**src/rtdt_pkg.sv**
```systemverilog
package rtdt_pkg;

	// ****************************************
	// register map
	// ****************************************
	localparam logic [7:0] ADDR_CTRL       = 8'h07;
	localparam logic [7:0] ADDR_TRIM       = 8'h08;
	localparam logic [7:0] CTRL_RST        = 8'h00;
	localparam logic [7:0] TRIM_RST        = 8'h00;

	// ****************************************
	// field positions
	// ****************************************
	localparam int         TRIM_SIGN_BIT   = 7;
	localparam int         CTRL_SQUARE_WAVE_OUTPUT_ENABLE_BIT  = 6;
	localparam int         CTRL_EXTERNAL_CLOCK_INPUT_SELECT_BIT = 3;
	localparam int         CTRL_CRS_BIT    = 2;

	// ****************************************
	// timebase
	// ****************************************
	localparam int         OSC_HZ          = 32768;
	localparam int         COARSE_HZ       = 128;
	localparam int         COARSE_TICKS    = OSC_HZ / COARSE_HZ;
	localparam int         CYC_PER_STEP    = 2;
	localparam int         SEC_PER_MIN     = 60;
	localparam int         PRESC_W         = 15;
	localparam int         SQW_1HZ_BIT     = 14;
	localparam int         SQW_4K_BIT      = 2;
	localparam int         SQW_8K_BIT      = 1;
	localparam int         SQW_64HZ_BIT    = 8;
	localparam logic [7:0] PEND_MAX        = 8'hfe;

	// ****************************************
	// carriers
	// ****************************************
	typedef struct packed {
		logic       sign;
		logic [6:0] step;
	} rtdt_trim_t;

	typedef struct packed {
		logic       gp_out;
		logic       square_wave_output_enable;
		logic       alm1en;
		logic       alm0en;
		logic       external_clock_input_select;
		logic       coarse;
		logic [1:0] square_wave_freq_select;
	} rtdt_ctrl_t;

	typedef enum logic [1:0] {
		SQW_1HZ,
		SQW_4K,
		SQW_8K,
		SQW_32K
	} rtdt_sqw_t;

endpackage : rtdt_pkg

```
**src/rtdt_wrap_cnt.sv**
```systemverilog
`timescale 1ns/1ps
module rtdt_wrap_cnt
	import rtdt_pkg::*;
#(
	parameter int MODULO = 60
) (
	// clock and reset
	input  wire logic                      sys_clk,
	input  wire logic                      arst_n,
	// count
	input  wire logic                      step,
	output logic [$clog2(MODULO)-1:0]      count,
	output logic                           wrap
);

	localparam int CW = $clog2(MODULO);
	localparam logic [CW-1:0] LAST = CW'(MODULO - 1);

	initial begin
		if (MODULO < 2) $error("modulo must be at least two");
	end

	logic [CW-1:0] cnt_q;

	assign wrap  = step && (cnt_q == LAST);
	assign count = cnt_q;

	always_ff @(posedge sys_clk or negedge arst_n) begin
		if (!arst_n) begin
			cnt_q <= '0;
		end else if (wrap) begin
			cnt_q <= '0;
		end else if (step) begin
			cnt_q <= cnt_q + CW'(1);
		end
	end

endmodule : rtdt_wrap_cnt

```
**src/rtdt_trim.sv**
```systemverilog
`timescale 1ns/1ps
// Overview of operation
// - with coarse mode off, apply correction exactly once per minute
// - trim bit 7 set adds cycles for slow time, clear removes them
// - each step count unit equals two oscillator cycles per correction
// - step count zero means no cycles added or removed at all
// - trimming continues unchanged while running from backup supply
// - normal mode maximum step gives 254 cycles per minute, linear
// - coarse mode applies the correction at 128 Hz
// - coarse mode maximum step gives 254 cycles per 128 Hz event
// - coarse mode with square wave enabled drives trimmed 64 Hz on pin
// - no coarse 64 Hz square wave on pin while on backup supply
// - trim register read/write at 0x08, resets to zero, sign and count
// - control holds coarse bit 2, sqw enable 6, ext clock 3, freq 1:0
module rtdt_trim
	import rtdt_pkg::*;
#(
	parameter int MIN_SECONDS = SEC_PER_MIN
) (
	// clock and reset
	input  wire logic        sys_clk,
	input  wire logic        arst_n,
	// oscillator sources, one-cycle pulses per oscillator cycle
	input  wire logic        xtal_tick,
	input  wire logic        ext_tick,
	input  wire logic        osc_level,
	input  wire logic        oscillator_start,
	input  wire logic        on_backup,
	// register port
	input  wire logic        reg_wr,
	input  wire logic [7:0]  reg_addr,
	input  wire logic [7:0]  reg_wdata,
	output logic      [7:0]  reg_rdata,
	// timebase
	output logic             sec_tick,
	output logic             min_tick,
	// multi_function_pin, open drain
	output logic             mfp_o,
	output logic             mfp_oe
);

	initial begin
		if (MIN_SECONDS < 2) $error("minute length too short");
	end

	// ****************************************
	// registers
	// ****************************************
	rtdt_trim_t trim_q;
	rtdt_ctrl_t ctrl_q;
	logic [7:0] rdata_q;

	always_ff @(posedge sys_clk or negedge arst_n) begin
		if (!arst_n) begin
			trim_q <= rtdt_trim_t'(TRIM_RST);
		end else if (reg_wr && reg_addr == ADDR_TRIM) begin
			trim_q <= rtdt_trim_t'(reg_wdata);
		end
	end

	always_ff @(posedge sys_clk or negedge arst_n) begin
		if (!arst_n) begin
			ctrl_q <= rtdt_ctrl_t'(CTRL_RST);
		end else if (reg_wr && reg_addr == ADDR_CTRL) begin
			ctrl_q <= rtdt_ctrl_t'(reg_wdata);
		end
	end

	// unmapped addresses read as zero
	always_ff @(posedge sys_clk or negedge arst_n) begin
		if (!arst_n) begin
			rdata_q <= 8'h00;
		end else if (reg_addr == ADDR_TRIM) begin
			rdata_q <= trim_q;
		end else if (reg_addr == ADDR_CTRL) begin
			rdata_q <= ctrl_q;
		end else begin
			rdata_q <= 8'h00;
		end
	end

	assign reg_rdata = rdata_q;

	// ****************************************
	// prescaler with trim
	// ****************************************
	logic               tick;
	logic [PRESC_W-1:0] presc_q;
	logic [7:0]         pend_q;
	logic [8:0]         inc;
	logic [PRESC_W:0]   presc_sum;
	logic [8:0]         low_sum;
	logic               sec_carry;
	logic               c128;
	logic               min_wrap;
	logic               corr_evt;

	// no power gating here: backup only affects the pin driver
	assign tick = oscillator_start && (ctrl_q.external_clock_input_select ? ext_tick : xtal_tick);

	// adds land in one jump on the tick after the event, so even 254 added
	// cycles stay inside one 256-tick coarse slot; removals swallow ticks
	always_comb begin
		inc = 9'h000;
		if (tick) begin
			if (pend_q == 8'h00) begin
				inc = 9'h001;
			end else if (trim_q.sign) begin
				inc = {1'b0, pend_q} + 9'h001;
			end else begin
				inc = 9'h000;
			end
		end
	end

	assign presc_sum = {1'b0, presc_q} + {{(PRESC_W-8){1'b0}}, inc};
	assign low_sum   = {1'b0, presc_q[7:0]} + inc;
	assign sec_carry = presc_sum[PRESC_W];
	assign c128      = low_sum[8];

	always_ff @(posedge sys_clk or negedge arst_n) begin
		if (!arst_n) begin
			presc_q <= '0;
		end else begin
			presc_q <= presc_sum[PRESC_W-1:0];
		end
	end

	rtdt_wrap_cnt #(
		.MODULO  (MIN_SECONDS)
	) u_sec (
		.sys_clk (sys_clk),
		.arst_n  (arst_n),
		.step    (sec_carry),
		.count   (),
		.wrap    (min_wrap)
	);

	assign corr_evt = ctrl_q.coarse ? c128 : min_wrap;

	always_ff @(posedge sys_clk or negedge arst_n) begin
		if (!arst_n) begin
			pend_q <= 8'h00;
		end else if (corr_evt) begin
			pend_q <= {trim_q.step, 1'b0};
		end else if (tick && trim_q.sign) begin
			pend_q <= 8'h00;
		end else if (tick && pend_q != 8'h00) begin
			pend_q <= pend_q - 8'h01;
		end
	end

	always_ff @(posedge sys_clk or negedge arst_n) begin
		if (!arst_n) begin
			sec_tick <= 1'b0;
			min_tick <= 1'b0;
		end else begin
			sec_tick <= sec_carry;
			min_tick <= min_wrap;
		end
	end

	// ****************************************
	// square wave on the pin
	// ****************************************
	logic sqw_lvl;

	always_comb begin
		sqw_lvl = 1'b0;
		if (ctrl_q.coarse) begin
			sqw_lvl = presc_q[SQW_64HZ_BIT];
		end else begin
			unique case (rtdt_sqw_t'(ctrl_q.square_wave_freq_select))
				SQW_1HZ: sqw_lvl = presc_q[SQW_1HZ_BIT];
				SQW_4K:  sqw_lvl = presc_q[SQW_4K_BIT];
				SQW_8K:  sqw_lvl = presc_q[SQW_8K_BIT];
				SQW_32K: sqw_lvl = osc_level;
			endcase
		end
	end

	// open drain: pull low for a low level, release otherwise
	always_ff @(posedge sys_clk or negedge arst_n) begin
		if (!arst_n) begin
			mfp_oe <= 1'b0;
		end else begin
			mfp_oe <= ctrl_q.square_wave_output_enable && !on_backup && !sqw_lvl;
		end
	end

	assign mfp_o = 1'b0;
endmodule : rtdt_trim

```
**config.mk**
```make
export PLATFORM = sky130hd
export DESIGN_NAME = rtdt_trim
export DESIGN_NICKNAME = d
export VERILOG_FILES = /design/src/rtdt_pkg.sv /design/src/rtdt_wrap_cnt.sv /design/src/rtdt_trim.sv
export SDC_FILE = /design/constraint.sdc
export NUM_CORES = 1
export LEC_CHECK = 0
export ABC_AREA = 1
export BUFFER_PORTS_ARGS = -buffer_cell sky130_fd_sc_hd__buf_2
export CELL_PAD_IN_SITES_DETAIL_PLACEMENT = 0
export CELL_PAD_IN_SITES_GLOBAL_PLACEMENT = 1
export CORE_UTILIZATION = 44
export DETAILED_ROUTE_END_ITERATION = 16
export PLACE_DENSITY_LB_ADDON = 0.05
export SLEW_MARGIN = 40
export SYNTH_ARGS = -nofsm -noshare
export SYNTH_HDL_FRONTEND = slang
export SYNTH_SLANG_ARGS = --single-unit
```
**constraint.sdc**
```tcl
create_clock -name sys_clk -period 3.2 [get_ports sys_clk]
set_input_delay 0.16 -clock sys_clk [delete_from_list [all_inputs] [get_ports sys_clk]]
set_output_delay 0.16 -clock sys_clk [all_outputs]
set_load 0.01 [all_outputs]
```
# Yosys cells after proc, flatten, opt, wreduce, memory -nomap -nowiden
# Index checks and enable logic that the tools add are counted.
# Widths: inputs -> output; s select.
# classes
addsub	5
n_eq_ne	6
mux	14
n_reduce_logical	15
# op_table
operator	count
$mux 8	5
$mux 9	3
$add 15x9->16	1
$mux 6	2
$add 8x1->9 const B	1
$add 8x9->9	1
$eq 8x3->1 const B	1
$eq 8x4->1 const B	1
$logic_and 1x1->1	8
$logic_not 8->1	1
$reduce_bool 8->1	1
$sub 8x1->8 const B	1
$add 6x1->6 const B	1
$eq 6x6->1 const B	1
$eq 2x2->1 const B	2
$pmux 1 s4	1
$mux 1	3
$reduce_bool 3->1	1
$eq 2x1->1 const B	1
$logic_not 1->1	2
$logic_not 2->1	1
$reduce_bool 2->1	1
# word_totals
ff_bits	56
inputBits	24
output_inout_bits	12
elab_cells	56

# Depth between registers and ports, before layout
# Gate-level depths: netlist of the first run.
# depth
ltp_word	8
mapped_depth	22
mapped_depth_nobuf	22

# By module
# A second synthesis of the first run with hierarchy kept.
# unflattened
hier_cells	383
hier_area_um2	3150.5
# modules_own_cells
mod	n_inst	cells_each	area_each_um2	seq_area_each_um2
rtdt_trim	1	336	2822.7	1251.2
rtdt_wrap_cnt	1	47	327.8	150.1

# Worst setup path before layout of the first run
# OpenSTA, ideal clock, no wires.
# synth_path
kind	reg2reg
start	reg pend_q[0]
end	reg pend_q[2]
setup_ps	66
arrival_time_ps	2572
required_time_ps	3134
path_slack_ps	563
stages_incl_launch_ff	21
n_path_buf	1
synth_period_minus_slack_ps	2637
path_cell_list	dfrtp_1 inv_1 ha_1 nand2_1 nor2_2 nand3_1 nand2_1 nor3b_1 ha_1 nand2_1 inv_1 a21oi_1 nand2_2 nand2_2 nand2_4 buf_12 nand2_2 nand2_2 nand2_4 nand4_1 nand2_1
# synth_between
elab_chain_cells	8
word_cells_on_any_way	16
cone_classes	4 x add/sub; 7 x mux; 5 x reduce/logical
# synth_rtl
element	line	rtl
start: declaration	rtdt_trim.sv:89	logic [7:0] pend_q;
start signal: assignment	rtdt_trim.sv:145	pend_q <= {trim_q.step, 1'b0};
start signal: assignment	rtdt_trim.sv:149	pend_q <= pend_q - 8'h01;
$add 8x1->9	rtdt_trim.sv:109	inc = {1'b0, pend_q} + 9'h001;
$mux 9	rtdt_trim.sv:108	end else if (trim_q.sign) begin
$mux 9 *	rtdt_trim.sv:106	if (pend_q == 8'h00) begin
$mux 9 *	rtdt_trim.sv:105	if (tick) begin
$add 15x9->16 *	rtdt_trim.sv:116	assign presc_sum = {1'b0, presc_q} + {{(PRESC_W-8){1'b0}}, inc};
net presc_sum[15]	rtdt_trim.sv:91	logic [PRESC_W:0] presc_sum;
$logic_and 1x1->1 *	rtdt_wrap_cnt.sv:25	assign wrap = step && (cnt_q == LAST);
$mux 1 *	rtdt_trim.sv:139	assign corr_evt = ctrl_q.coarse ? c128 : min_wrap;
$reduce_bool 3->1 (no line) / $mux 8 (equally long branches)	-	
# Mark *: on every way through the listed nets, which the timed path passes. The rest lies on a longest branch. The select of a mux whose other input is x is not followed.
# A chain may end at the register's enable or synchronous reset.

# Worst setup path in the final report of the first run
# layout_path
start	reg pend_q[0]
end	reg pend_q[1]
# layout_between
elab_chain_cells	8
word_cells_on_any_way	16
cone_classes	4 x add/sub; 7 x mux; 5 x reduce/logical
# layout_rtl
element	line
$add 8x1->9	rtdt_trim.sv:109
$mux 9	rtdt_trim.sv:108
$mux 9	rtdt_trim.sv:106
$mux 9	rtdt_trim.sv:105
$add 15x9->16	rtdt_trim.sv:116
$logic_and 1x1->1	rtdt_wrap_cnt.sv:25
$mux 1	rtdt_trim.sv:139
$reduce_bool 3->1 (no line) / $mux 8 (equally long branches)	-
# Parallel ways exist; a longest one is shown, timed or not. The select of a mux whose other input is x is not followed.

==> out/summary.txt, run 1 <==
Rows: 30
Post-route insts no fill: 515
Worst-Margin Slew: 682 ps
# DRC: 0
WL final: 7.21 mm
Max H-tree Level: 2
Yosys warnings: 0
Die X: 87.4 um
Layout cells sized above 1: 21.2%
WHS Path Cells: 3
Hold endpoint: ctrl_q[3]$_DFFE_PN0P_
Longest Clk Path Bufs: 2
NumNets Final: 455
Max-slew violation count: 0
Avg Vias per Cell: 4.95
Max Cap Viol: 0
Detail Placement HPWL: 5.42 mm
Layout area overhead: 12.6%
CTS Buf Count: 5
Clk sinks: 56
Total Routing Usage GR: 20.4%
Post-synthesis cell count: 377
Syn Nets: 414
Crit path DAT: 3180 ps
Flop2flop setup slack: 270 ps
Die ar.: 0.00764 sq mm
Worst setup path class: flip-flop to flip-flop
Most frequent cells in the layout: nand2_1 (87), dfrtp_1 (55), inv_1 (47)
RSZ-0062 raised after global routing: no
Die Y: 87.4 um
Leakage: 1.91 nW
Reg2reg end: pend_q[1]$_DFFE_PN0P_
CP Max Fanout: 9
DRT antenna net count: 0
CP Capture Type: flip-flop
Hold Crit Class: primary input to flip-flop
Reg-to-reg critical path startpoint: pend_q[0]$_DFFE_PN0P_
HP Start: reg_wdata[3]
Crit path from: pend_q[0]$_DFFE_PN0P_
Inst Count DP: 505
Sequential-to-total area share from yosys stat: 43.6%
Largest net degree at the start of global routing: 30
Final setup fails: 0
GPL Wtd Cong: 0.868
N_diodes: 0
Cell Area, Synth: 0.00321 sq mm
PD cells: 632 mW/mm^2
Vias: 2547
Synth Register Bits: 56
Core area: 0.00691 sq mm
Crit path time final: 2930 ps
Fin. Hold Viols: 0
Setup Total Neg Slack: 0 ps
Critical Path RT: 3450 ps
TritonRoute pass-1 iters: 4
Initial Util: 46.5%
First-pass GRT wire length: 11.9 mm
Critical Path Start Type: flip-flop
Outcome: complete, no violations
IO Count: 36
Gr ovfl total: 0
Final critical-path share of the clock period: 91.5%
Vias in the first global route: 2455
Drt wl/cell: 14.0 um
Worst skew pair latency: 310 ps
Final worst clock skew: 9.68 ps
First DRT Iteration DRCs: 106
TritonCTS clock tree: done
Clk slew on worst S/H paths: 110 ps
Worst R2R Path Depth: 19
Count of different cell masters after synthesis: 39
Root Driver: clkbuf_8
FMAX: 0.341 GHz
Syn Area/Cell: 8.52 sq um
Commonest non-fill, non-tap cell in the layout: nand2_1
Postcts setup bufs: 0
Slew HR: 54.5%
Initial antenna violation count: 0
Port-buffer cells: 34
Maximum vdd drop: 0.000265 V
==> worst max-delay path by stage <==
stage / to / slack, ps
after floorplan: pend_q[2]$_DFFE_PN0P_ / 560
after global placement: pend_q[4]$_DFFE_PN0P_ / 200
after detailed placement: pend_q[4]$_DFFE_PN0P_ / 150
after CTS: pend_q[4]$_DFFE_PN0P_ / 130
after global routing: pend_q[4]$_DFFE_PN0P_ / 10
final: pend_q[1]$_DFFE_PN0P_ / 270
==> critical path, stage by stage (launching register included) <==
cell	delay (ps)
dfrtp_1	430
inv_1	120
ha_1	170
nand2_1	90
nor2_2	170
nand3_2	120
nand2_2	160
nor2_1	70
ha_1	350
a21oi_1	200
nand2_1	140
nand2_1	80
nand2_1	100
nand2_2	120
nand3_4	150
nand2_4	150
nand2_1	60
nand2_1	70
nand2_1	60
nand2_1	60
==> synth_stat cells (all sizes together) <==
cell type | number | area [sq um]
conb | 1 | 3.75
nand4 | 12 | 96.3
inv | 49 | 184
xor2 | 13 | 114
nand3b | 1 | 7.51
xnor2 | 7 | 61.3
dfrtp | 56 | 1400
o31ai | 1 | 7.51
clkinv | 1 | 3.75
nor4 | 1 | 12.5
a21oi | 15 | 75.1
mux2 | 7 | 78.8
nor2 | 32 | 148
o21ai | 23 | 115
nand2 | 100 | 425
a31oi | 1 | 6.26
or2 | 1 | 6.26
a211oi | 1 | 7.51
o22ai | 2 | 12.5
a22oi | 1 | 7.51
a21boi | 1 | 7.51
nand3 | 21 | 135
buf | 6 | 52.6
ha | 12 | 150
fa | 1 | 20.0
nor3b | 1 | 7.51
nor3 | 10 | 65.1
==> area by class of cell <==
class	instances	area (sq um)
clock buffers	6	72.6
clock inverters	2	16.3
fillers	693	3290
inverters	50	188
multi-input cells	266	1610
flip-flops and latches	56	1400
well taps	96	120
repair buffers	39	210
==> power breakdown <==
group / internal, mW / switching, mW / total, mW
Combinational: 0.350 / 0.566 / 0.915
Clock: 0.157 / 0.241 / 0.397
Sequential: 0.849 / 0.124 / 0.974
Total: 1.36 / 0.930 / 2.29
==> sequential cells by signal, summed over array words and instances, names as in the netlist <==
register     cells
reg_rdata        8
pend_q           8
presc_q         15
mfp_oe           1
trim_q           8
ctrl_q           8
u_sec.count      6
sec_tick         1
min_tick         1
==> metal layers <==
layer,GRT usage [%],share of wire (%),vias to the layer above
met1,27.0,47,1197
met3,2.56,3.3,6
met2,34.9,49,47
met4,5.81,0.68,0
met5,0,0,-
li1,-,-,1297
==> stage by stage <==
stage               worst slack, ps  power, mW  utilization (%)  hold slack (ps)  instance area (sq um)
global route                   12.4       2.48             52.4             70.0                   3620
detailed placement              153       1.88             50.4              253                   3480
finish                          272       2.29             52.4             64.5                   3620
CTS                             130       2.29             51.8             57.3                   3580
floorplan                       563       1.64                -             -136                   3210
global placement                197       1.89             50.4              238                   3480
==> what timing repair did <==
action / in CTS / in global routing
resized for setup: 0 / 7
hold endpoints to repair: 28 / 0
setup endpoints to repair: 0 / 10
hold buffers: 1 / 0
==> cells by family (layout without fill, tap and decap cells) <==
family / after synthesis / count (layout) / share of synthesized area [%]
adders and majority gates: 13 / 13 / 5.30
DFF: 56 / 56 / 43.6
AOI/OAI and AO/OA: 45 / 45 / 7.44
and+or+nand+nor: 179 / 180 / 28.1
other: 1 / 1 / 0.117
xor gates and xnor gates: 20 / 20 / 5.45
buffers and inverters: 56 / 97 / 7.48
muxes: 7 / 7 / 2.45
Power figures use the tool's default switching activity.
==> run 2: changes to the inputs <==
Settings changed: CTS_CLUSTER_DIAMETER from default to 40, MAX_ROUTING_LAYER from default to met4.
==> out/summary.txt, run 2 (synthesis results as in run 1) <==
Outcome: complete, no violations
Final critical-path share of the clock period: 92.0%
First DRT Iteration DRCs: 69
PD cells: 636 mW/mm^2
WL final: 7.21 mm
Vias in the first global route: 2558
PnR worst setup slack: 255 ps
Die Y: 87.4 um
Longest Clk Path Bufs: 2
Max reg flops: 15
Root Driver: clkbuf_8
Total Routing Usage GR: 20.9%
Core area: 0.00691 sq mm
Die ar.: 0.00764 sq mm
Detail Placement HPWL: 5.45 mm
Max H-tree Level: 2
Post-place setup slack: 117 ps
Post-route insts no fill: 519
Worst skew pair latency: 310 ps
Worst stage delay on the critical path: 440 ps
First-pass GRT wire length: 11.9 mm
Reg2reg end: pend_q[1]$_DFFE_PN0P_
Maximum vdd drop: 0.000337 V
# DRC: 0
NumNets Final: 459
CP endpoint: pend_q[1]$_DFFE_PN0P_
Max Cap Viol: 0
Avg Vias per Cell: 5.02
Initial antenna violation count: 0
TritonRoute pass-1 iters: 4
Clk slew on worst S/H paths: 100 ps
Commonest non-fill, non-tap cell in the layout: nand2_1
Register name with the most flops: presc_q
Worst R2R Path Depth: 20
TritonCTS clock tree: done
Power share of the clock group: 16.9%
Fill count: 703
Most Frequent Cell on Critical Path: nand2_1
Inst Count DP: 505
Logic gate share of total power: 41.0%
Worst-path cell chain: inv_2 -> ha_1 -> nand2_1 -> nor2_2 -> nand3_2 -> nand2_4 -> buf_4 -> nor2_1 -> ha_1 -> or2_1 -> nand3_1 -> nand2_2 -> nand2_2 -> nand2_8 -> nand3_4 -> nand2_4 -> nand2_1 -> nand2_1 -> nand2_1 -> nand2_1
Setup Total Neg Slack: 0 ps
Reg-to-reg critical path startpoint: pend_q[0]$_DFFE_PN0P_
Hold Crit Class: primary input to flip-flop
Drt wl/cell: 13.9 um
Fin Hold WS: 65.8 ps
Largest net degree at the start of global routing: 38
Worst setup path class: flip-flop to flip-flop
Most frequent cells in the layout: nand2_1 (87), dfrtp_1 (55), inv_1 (46)
Final worst clock skew: 5.13 ps
Crit path DAT: 3160 ps
N_diodes: 0
Crit-path slowest cell: dfrtp_1
Initial Util: 46.5%
Flop2flop setup slack: 260 ps
Leakage: 1.93 nW
CP Capture Type: flip-flop
Crit path from: pend_q[0]$_DFFE_PN0P_
Fin. Hold Viols: 0
DRT antenna net count: 0
Crit path time final: 2940 ps
Switching Share: 40.7%
Critical Path RT: 3410 ps
IO Count: 36
GPL Wtd Cong: 0.883
CTS Buf Count: 5
Int Pwr: 1.38 mW
Psw: 947 uW
Gr ovfl total: 0
Critical Path Start Type: flip-flop
Sequential Power Share: 42.1%
Vias: 2605
Area after DPL: 0.00348 sq mm
Layout area overhead: 14.0%
Layout cells sized above 1: 22.2%
Port-buffer cells: 34
Final instance area: 0.00366 sq mm
Final setup fails: 0
FMAX: 0.340 GHz
Max-slew violation count: 0
Die X: 87.4 um
Clk sinks: 56
CP Max Fanout: 12
Rows: 30
-- run 2: critical path: cells and delay by family, from the launching register on --
kind / cells / cell delay [ps]
adder cells (fa/ha/maj): 2 / 470
buffers and inverters: 2 / 210
flip-flops: 1 / 440
AND/OR/NAND/NOR: 16 / 1740
-- run 2: worst min path at each step --
stage                  from                    end  slack [ps]  cells past startpoint
6_report       reg_wdata[4]  ctrl_q[4]$_DFFE_PN0P_          70                      3
2_1_floorplan        arst_n  ctrl_q[0]$_DFFE_PN0P_        -140                      0
4_1_cts        reg_wdata[4]  ctrl_q[4]$_DFFE_PN0P_          60                      3
5_1_grt        reg_wdata[3]  ctrl_q[3]$_DFFE_PN0P_          70                      3
3_5_place_dp         arst_n   presc_q[4]$_DFF_PN0_         140                      1
3_3_place_gp         arst_n   presc_q[4]$_DFF_PN0_         130                      1
-- run 2: metrics by stage --
stage | utilization, % | total power, mW
2_1_floorplan | - | 1.64
5_1_grt | 53.0 | 2.54
3_5_place_dp | 50.4 | 1.89
3_3_place_gp | 50.4 | 1.89
4_1_cts | 51.8 | 2.29
6_report | 53.0 | 2.33
-- run 2: layout make-up --
cell class	count	area [sq um]	area share, %
sequential	56	1400	38.3
timing repair buffer	43	240	6.56
inverter	50	188	5.13
clock inverter	2	16.3	0.444
tap	96	120	3.28
clock buffer	6	72.6	1.98
multi-input combinational	266	1620	44.3
-- run 2: repair_timing --
item,in CTS,in global routing
endpoints found under the hold margin,19,0
buffers inserted,0,4
setup endpoints to repair,0,12
hold buffers,1,0
gates resized for setup,0,9
-- run 2: routing by layer --
| layer | track usage (%) | vias up | part of all wire [%] |
|---|---|---|---|
| met5 | - | - | 0 |
| met3 | 3.32 | 11 | 3.1 |
| met1 | 26.7 | 1236 | 47 |
| li1 | - | 1311 | - |
| met4 | 5.22 | 0 | 1.6 |
| met2 | 34.7 | 47 | 48 |
-- run 2: power groups by stage --
stage	Combinational [mW]	Sequential, mW	Clock (mW)
3_5_place_dp	0.896	0.990	0
2_1_floorplan	0.705	0.938	0
4_1_cts	0.905	0.975	0.407
5_1_grt	1.10	1.00	0.437
3_3_place_gp	0.905	0.986	0
6_report	0.955	0.980	0.395
